[config.mk]
export PLATFORM = sky130hd
export DESIGN_NAME = floppy_drive_support_regs
export DESIGN_NICKNAME = d
export VERILOG_FILES = /design/src/verilog/floppy_support_pkg.sv /design/src/verilog/drive_select_decode.sv /design/src/verilog/floppy_drive_support_regs.sv
export SDC_FILE = /design/constraint.sdc
export NUM_CORES = 1
export LEC_CHECK = 0
export BUFFER_PORTS_ARGS = -buffer_cell sky130_fd_sc_hd__buf_2
export CORE_ASPECT_RATIO = 1.4
export CORE_MARGIN = 2
export CORE_UTILIZATION = 30
export CTS_CLUSTER_DIAMETER = 50
export DETAILED_ROUTE_END_ITERATION = 7
export PLACE_DENSITY_LB_ADDON = 0.15
export SYNTH_ARGS = -nofsm -noshare
export SYNTH_HDL_FRONTEND = slang
export SYNTH_HIERARCHICAL = 1
export SYNTH_SLANG_ARGS = --single-unit
[constraint.sdc]
create_clock -name clk -period 2.3 [get_ports clk]
set_input_delay 0.115 -clock clk [delete_from_list [all_inputs] [get_ports clk]]
set_output_delay 0.115 -clock clk [all_outputs]
set_load 0.005 [all_outputs]
[src/verilog/floppy_support_pkg.sv]
package floppy_support_pkg;

  // host port addresses (10-bit i/o space)
  localparam logic [9:0] PORT_OUTPUT_CTRL = 10'h3F2;
  localparam logic [9:0] PORT_INPUT_RATE  = 10'h3F7;
  localparam logic [9:0] PORT_CTRL_STATUS = 10'h3F4;
  localparam logic [9:0] PORT_CTRL_DATA   = 10'h3F5;

  // drive_output_control field positions
  localparam int OUT_MOTOR_B_BIT = 5;
  localparam int OUT_MOTOR_A_BIT = 4;
  localparam int OUT_GATE_BIT    = 3;
  localparam int OUT_RESET_BIT   = 2;
  localparam int OUT_SEL_HI_BIT  = 1;
  localparam int OUT_SEL_LO_BIT  = 0;

  // drive_input_status field positions
  localparam int IN_CHANGED_BIT = 7;
  localparam int IN_EXT_B_BIT   = 6;
  localparam int IN_EXT_A_BIT   = 5;
  localparam int IN_ANY_SEL_BIT = 4;

  // reset values
  localparam logic [5:0] OUTPUT_CTRL_RESET = 6'h00;
  localparam logic [1:0] RATE_RESET        = 2'h0;
  localparam logic [7:0] READ_DATA_RESET   = 8'h00;

  // transfer rate codes
  typedef enum logic [1:0] {
    RATE_500K = 2'h0,
    RATE_300K = 2'h1,
    RATE_250K = 2'h2,
    RATE_NONE = 2'h3
  } rate_code_t;

  // host i/o access
  typedef struct packed {
    logic [9:0] addr;
    logic [7:0] wdata;
    logic       rd_n;
    logic       wr_n;
  } host_io_t;

  // drive-facing controls
  typedef struct packed {
    logic sel_a_n;
    logic sel_b_n;
    logic motor_a_n;
    logic motor_b_n;
  } drive_ctrl_t;

endpackage

[src/verilog/drive_select_decode.sv]
`timescale 1ns/1ps
module drive_select_decode
  import floppy_support_pkg::*;
(
  // register fields
  input  wire logic              sel_hi,
  input  wire logic              sel_lo,
  input  wire logic              motor_a,
  input  wire logic              motor_b,
  // decoded drive lines
  output drive_ctrl_t            drive,
  output logic                   any_sel
);
  // 1x selects nothing; only 00 and 01 map to a drive
  always_comb begin
    drive.sel_a_n   = ~(~sel_hi & ~sel_lo);
    drive.sel_b_n   = ~(~sel_hi & sel_lo);
    drive.motor_a_n = ~motor_a;
    drive.motor_b_n = ~motor_b;
    any_sel         = (~sel_hi & ~sel_lo) | (~sel_hi & sel_lo);
  end
endmodule

[src/verilog/floppy_drive_support_regs.sv]
`timescale 1ns/1ps
// Behaviour
// - reads of 3F7H return input status; writes there load rate register
// - bit 7 reports disk possibly changed since last use
// - changed flag reads 0 whenever external drive is in use
// - bit 6 is 1 when switch puts external drive as drive B
// - bit 5 is 1 when switch puts external drive as drive A
// - bit 4 is OR of drive A and drive B selects
// - drive-active OR also driven out to memory controller array
// - 3F2H write loads motors, gate, controller reset, drive select
// - rate register write-only, rate in low two bits
// - rate codes 00 500k, 01 300k, 10 250k, 11 unused
// - controller chip select for ports 3F4H and 3F5H, A9..A1
// - terminal count and dma ack gated by output bit 3
// - controller reset output driven from output bit 2
module floppy_drive_support_regs
  import floppy_support_pkg::*;
(
  // system
  input  wire logic                          clk,
  input  wire logic                          rst,
  // host i/o
  input  floppy_support_pkg::host_io_t       host,
  input  wire logic                          floppy_port_sel_n,
  output logic [7:0]                         rdata,
  output logic                               rdata_oe,
  // floppy controller chip
  output logic                               controller_chip_sel_n,
  output logic                               controller_reset_out,
  input  wire logic                          terminal_count_in,
  input  wire logic                          dma_ack_n_in,
  output logic                               gated_terminal_count,
  output logic                               gated_dma_ack_n,
  output logic                               irq_dma_gate,
  // drives and switch
  input  wire logic                          media_changed_in,
  input  wire logic                          ext_switch_active,
  input  wire logic                          ext_first_drive_n,
  output floppy_support_pkg::drive_ctrl_t    drive,
  output logic                               ext_in_use,
  output floppy_support_pkg::rate_code_t     rate_code,
  // memory controller array
  output logic                               any_drive_selected
);
  import floppy_support_pkg::*;

  // registered state
  logic [5:0]  out_ctrl_r;
  logic [5:0]  out_ctrl_nxt;
  logic [1:0]  rate_r;
  logic [1:0]  rate_nxt;
  logic [7:0]  rdata_r;
  logic [7:0]  rdata_nxt;

  // bus decode
  logic        port_hit;
  logic        addr_out_ctrl;
  logic        addr_input_rate;
  logic        wr_active;
  logic        rd_active;
  logic        wr_out;
  logic        wr_rate;
  logic        rd_in;

  // status path
  logic        any_sel;
  logic        ext_b;
  logic        ext_a;
  logic [7:0]  status;

  // the port-select arrives already qualified by the memory controller
  // array, which also keeps dma cycles out, so only the full address
  // is compared here; a host cycle outside 3F0H..3F7H never gets
  // past the port-select
  always_comb begin
    port_hit        = ~floppy_port_sel_n;
    addr_out_ctrl   = (host.addr == PORT_OUTPUT_CTRL);
    addr_input_rate = (host.addr == PORT_INPUT_RATE);
    wr_active       = port_hit & ~host.wr_n;
    rd_active       = port_hit & ~host.rd_n;
  end

  // register strobes; the read and the write of 3F7H reach different
  // registers, so direction must be part of every strobe.  a strobe
  // lasts as long as the host holds its command level
  always_comb begin
    wr_out  = wr_active & addr_out_ctrl;
    wr_rate = wr_active & addr_input_rate;
    rd_in   = rd_active & addr_input_rate;
  end

  // next value of the output control register; bits 7:6 carry nothing
  // and are dropped, and writes to other ports leave it alone
  always_comb begin
    out_ctrl_nxt = out_ctrl_r;
    if (rst) begin
      out_ctrl_nxt = OUTPUT_CTRL_RESET;
    end else if (wr_out) begin
      out_ctrl_nxt = host.wdata[5:0];
    end
  end

  // the cleared value holds the controller chip in reset with both
  // motors off until software has written the register
  always_ff @(posedge clk) begin
    out_ctrl_r <= out_ctrl_nxt;
  end

  // next value of the rate register; only the code bits are kept, and
  // the unused code 11 is stored as written, so software must avoid it
  always_comb begin
    rate_nxt = rate_r;
    if (rst) begin
      rate_nxt = RATE_RESET;
    end else if (wr_rate) begin
      rate_nxt = host.wdata[1:0];  // upper bits dropped
    end
  end

  // write-only: nothing reads this register back, the port returns the
  // input status instead
  always_ff @(posedge clk) begin
    rate_r <= rate_nxt;
  end

  // drive select and motor decode; code 1x selects no drive, so software
  // can park both select lines without touching the motor bits.  the
  // motor lines come straight from register bits, while each select line is decoded from both select bits
  drive_select_decode i_drive_select_decode (
    .sel_hi  (out_ctrl_r[OUT_SEL_HI_BIT]),
    .sel_lo  (out_ctrl_r[OUT_SEL_LO_BIT]),
    .motor_a (out_ctrl_r[OUT_MOTOR_A_BIT]),
    .motor_b (out_ctrl_r[OUT_MOTOR_B_BIT]),
    .drive   (drive),
    .any_sel (any_sel)
  );

  // switch decode: off is 0/1, drive B is 1/1, drive A is 1/0; the
  // fourth pattern 0/0 is not a switch position and reports neither
  always_comb begin
    ext_b      = ext_switch_active & ext_first_drive_n;
    ext_a      = ext_switch_active & ~ext_first_drive_n;
    ext_in_use = ext_switch_active;
  end

  // status image; the change line is only trusted for the internal
  // drive, so an active switch masks it.  bits 3:0 are unused and
  // read 0
  always_comb begin
    status                 = 8'h00;
    status[IN_CHANGED_BIT] = media_changed_in
                             & ~ext_switch_active;
    status[IN_EXT_B_BIT]   = ext_b;
    status[IN_EXT_A_BIT]   = ext_a;
    status[IN_ANY_SEL_BIT] = any_sel;
  end

  // read data is captured on the read edge, so the host sees a value
  // that does not follow the switch or the change line mid-cycle; the
  // cost is one cycle of latency after the read edge
  always_comb begin
    rdata_nxt = rdata_r;
    if (rst) begin
      rdata_nxt = READ_DATA_RESET;
    end else if (rd_in) begin
      rdata_nxt = status;
    end
  end

  // the captured byte stands until the next read of the status port
  always_ff @(posedge clk) begin
    rdata_r <= rdata_nxt;
  end

  // host read bus; the enable follows the strobe so the data bus is
  // released in the same cycle in which the read ends
  always_comb begin
    rdata    = rdata_r;
    rdata_oe = rd_in;
  end

  // interrupt and dma gating: with the gate bit low the controller
  // chip sees neither a terminal count nor an acknowledge, and the
  // request lines are held off through irq_dma_gate
  always_comb begin
    irq_dma_gate         = out_ctrl_r[OUT_GATE_BIT];
    gated_terminal_count = terminal_count_in
                           & out_ctrl_r[OUT_GATE_BIT];
    gated_dma_ack_n      = dma_ack_n_in
                           | ~out_ctrl_r[OUT_GATE_BIT];
  end

  // controller reset is the inverse of bit 2, so the cleared register
  // after system reset holds the chip in reset
  always_comb begin
    controller_reset_out = ~out_ctrl_r[OUT_RESET_BIT];
  end

  // chip select for the data and main status registers; A0 picks the
  // register inside the controller chip and is left out of the compare.
  // it decodes the address alone, without the port-select
  always_comb begin
    controller_chip_sel_n = ~(host.addr[9:1]
                              == PORT_CTRL_STATUS[9:1]);
  end

  // drive activity goes out to the memory controller array as well,
  // which uses it to tell whether the floppy subsystem is busy; it is
  // the same term that status bit 4 reports
  always_comb begin
    any_drive_selected = any_sel;
  end

  // rate code output; code 11 passes through unchanged and has no
  // defined rate
  always_comb begin
    rate_code = rate_code_t'(rate_r);
  end

endmodule

* After elaboration in Yosys (flattened, before gate mapping) *
Cells that the tools add are included.

word-level totals
  register bits after elaboration = 12
  bits of input ports = 28

cells by class
  equality and inequality tests = 3
  bitwise operators = 27

operators by type and width
  kind                    count
  $eq A10 B10 Y1 const B  2
  $not A1 Y1              14
  $and A1 B1 Y1           11
  $eq A9 B9 Y1 const B    1
  $or A1 B1 Y1            2

* Longest topological paths before layout *
  word-level depth = 3
  depth in mapped cells = 3

* By module *
The synthesis kept the hierarchy.

modules (own cells, without submodules)
  module                     instances  cells each  area an instance (µm²)
  floppy_drive_support_regs  1          68          696.9
  drive_select_decode        1          5           23.8

* Worst setup path before layout *
OpenSTA, ideal clock, no wires.

  kind = input port to flip-flop
  from = input port host[12] (netlist name)
  to = register out_ctrl_r[0]
  arrival = 1.062 ns
  data required time = 2.228 ns
  slack = 1.166 ns
  stages = 3
  path buffers = 0
  path through = or3_4 > nor4_4 > mux2i_1

on the way
  word-level cells in the longest chain between the ends = 2

ends and longest elaborated chain
  item                  line                              source
  from (decl)           floppy_drive_support_regs.sv:23   input floppy_support_pkg::host_io_t host,
  $eq A10 B10 Y1        floppy_drive_support_regs.sv:77   addr_out_ctrl = (host.addr == PORT_OUTPUT_CTRL);
  $and A1 B1 Y1         floppy_drive_support_regs.sv:87   wr_out = wr_active & addr_out_ctrl;
  to (signal assigned)  floppy_drive_support_regs.sv:106  out_ctrl_r <= out_ctrl_nxt;
  to (decl)             floppy_drive_support_regs.sv:48   logic [5:0] out_ctrl_r;

No other way between the ends.
A chain may end at the register's enable or synchronous reset.

* Final worst setup path *
  from = input port floppy_port_sel_n
  to = output port rdata_oe

on the way
  word-level cells in the longest chain between the ends = 3

ends and longest elaborated chain
  item           line                             source
  from (decl)    floppy_drive_support_regs.sv:24  input wire logic floppy_port_sel_n,
  $not A1 Y1     floppy_drive_support_regs.sv:76  port_hit = ~floppy_port_sel_n;
  $and A1 B1 Y1  floppy_drive_support_regs.sv:80  rd_active = port_hit & ~host.rd_n;
  $and A1 B1 Y1  floppy_drive_support_regs.sv:89  rd_in = rd_active & addr_input_rate;
  to (decl)      floppy_drive_support_regs.sv:26  output logic rdata_oe,

No other way between the ends.

==> results_dict.tcl <==
set metrics [dict create \
    synth.area.top_cells "dfxtp_1 (33%), nand2b_1 (21%), mux2i_1 (17%)" \
    drc 0 \
    antenna_left 0 \
    num-nets-final 145 \
    rows 21 \
    post-synth-top-count-cell "nand2b_1" \
    required_ns 2.18 \
    post-cts-setup-buffer-count 0 \
    reg2reg_depth 3 \
    critPathSlowestCell "nor4_4" \
    chipHeight_um 62.0 \
    share_comb_of_total_power_pct 12.0 \
    synth_flop_cell "dfxtp_1" \
    cts_resized 0 \
    grt_max_degree 23 \
    routed_wl_um 1450 \
    clock-sinks 12 \
    finalHoldViolCount 0 \
    drt-pass1-iter-count 4 \
    grt_usage_pct 11.2 \
    first_iter_violations 13 \
    pwr-share-seq_pct 49.2 \
    cts_buffers 3 \
    synth_common_cells "nand2b_1 (24), dfxtp_1 (12), mux2i_1 (12)" \
    cpPeakStageDelay_ns 0.50 \
    pwr_density_cell_nw_per_um2 436 \
    pwr-share-clk_pct 38.8 \
    leakage_nw 0.429 \
    swShare_pct 21.4 \
    end_kind "primary output" \
    post_drt_wl_per_cell_um 10.5 \
    ir_drop_mv 0.229 \
    antenna_found_initial 0 \
    chipWidth_um 45.4 \
    ys_types 17 \
    ys_seq_elements 12 \
    grt_pass1_wl_um 2220 \
    ctsLongestPathBuffers 2 \
    utilization_pct 41.4 \
    drive_above_1_share_pct 46.6 \
    netlist_area_um2 721 \
    synth.top_cell.area_share_pct 33.3 \
    synth_edf_count 0 \
    h-tree-depth 1 \
    yosysWarnings 6 \
    crit_chain "buf_2, nand2b_1, nor4_4, buf_2" \
    drv_cap 0 \
    ys_seq_area_share_pct 33.3 \
    cp_common_cell "buf_2" \
    clkTransAtPathRegs_ns 0.07 \
    gp_congestion 0.588 \
    hold_path.class "in -> reg" \
    finalCritPeriodShare_pct 54.9 \
    path_max_fanout 5 \
    avgSynthCellArea_um2 9.87 \
    slew_violations 0 \
    holdBufCountCts 0 \
    slew_headroom_pct 62.8 \
    dieArea_um2 2820 \
    overflow 0 \
    via_per_inst 4.54 \
    max_slew.worst_pin.slew_ns 0.553 \
    cp.arrival_ns 1.15 \
    async_flop_share_pct 0 \
    io_pins 50 \
    internal-power_mw 0.332 \
    num-fill-cells 251 \
    setup_violations 0 \
    rsz0062_at_grt "false" \
    multi_input_area_um2 432 \
    finalSetupTns_ns 0 \
    dp_hpwl_um 1180 \
    grt_pass1_vias 549 \
    skew_ns 0.00116 \
    start_util_pct 30.8 \
    fin_crit_ns 1.26 \
    synth.largest_area_cell "dfxtp_1" \
    start_kind "primary input" \
    syn_inst 73 \
    clk_latency_ns 0.26 \
    dp.cells 135 \
    path_class "in -> out" \
    dr_total_vias 631 \
    timing.fmax_mhz 791 \
    cts-root-buf "clkbuf_4" \
    core_area_um2 2340 \
    syn_to_final_growth_pct 34.2 \
    switching_power_mw 0.0903 \
    regArea_um2 240 \
    io_buffers 43 \
    power.total_mw 0.422 \
    antenna_cells 0 \
    status "complete, no violations" \
    stdcell_count 139 \
    cts_tree "done" \
    whs_path_depth 3 \
]
stage by stage:
| step | setup slack [ns] | hold WS, ns | area (um2) |
|---|---|---|---|
| final | 1.04 | 0.100 | 967 |
| after global routing | 0.962 | 0.101 | 967 |
| after CTS | 0.991 | 0.0957 | 967 |
| after detailed placement | 0.918 | 0.388 | 931 |
| after global placement | 0.932 | 0.380 | 931 |
| after floorplan | 1.17 | 0.270 | 732 |
cell type report:
class / instances / share of cell area [%]
Clock buffer: 4 / 3.75
Inverter: 4 / 1.55
Multi-Input combinational cell: 53 / 44.6
Sequential cell: 12 / 24.8
Tap cell: 23 / 2.98
Timing Repair Buffer: 43 / 22.3
power by group through the flow:
stage               Clock (mW)  Sequential (mW)  Combinational (mW)
global placement             0            0.212              0.0499
global route             0.184            0.208              0.0571
CTS                      0.171            0.208              0.0518
detailed placement           0            0.212              0.0515
floorplan                    0            0.212              0.0298
finish                   0.164            0.208              0.0507
cell families (layout without fill, tap and decap cells):
| group | count (synthesis) | after routing | synth area share (%) |
|---|---|---|---|
| buf+inv | 11 | 51 | 8.33 |
| flops | 12 | 12 | 33.3 |
| mux | 12 | 12 | 16.7 |
| other cells | 1 | 4 | 0.520 |
| simple gates | 37 | 37 | 41.1 |
worst paths after layout:
path / to / slack, ns / from
max: rdata_oe / 1.04 / floppy_port_sel_n
min: out_ctrl_r[4]$_SDFFE_PP0P_ / 0.10 / host[6]
max reg2reg: rdata[4]$_SDFFE_PP0P_ / 1.60 / out_ctrl_r[1]$_SDFFE_PP0P_
min reg2reg: rdata[4]$_SDFFE_PP0P_ / 0.47 / rdata[4]$_SDFFE_PP0P_
registers in the layout, summed over array words and instances, names as in the netlist:
name        cells
out_ctrl_r      6
rate_code       2
rdata           4
placed cells by master (no fill, tap or decap), drive strengths merged, types with 2 or more instances in the layout:
cell type,count
buf,43
nand2b,24
mux2i,12
dfxtp,12
inv,4
conb,4
clkbuf,4
nor4,2
nand3b,2
or3b,2
or3,2
critical path, delay by kind of cell:
kind	cells	cell delay [ns]
buffers and inverters	2	0.29
AND/OR/NAND/NOR	2	0.74
per-layer routing:
layer  vias to the layer above  track usage, %  share of wire, %
li1                        318               -                 -
met1                       282            11.2                38
met2                        29            19.1                51
met3                         2            2.89               9.3
met4                         0            8.82               1.4
met5                         -               0                 0
Note: power is estimated with default switching activity, not from simulation.
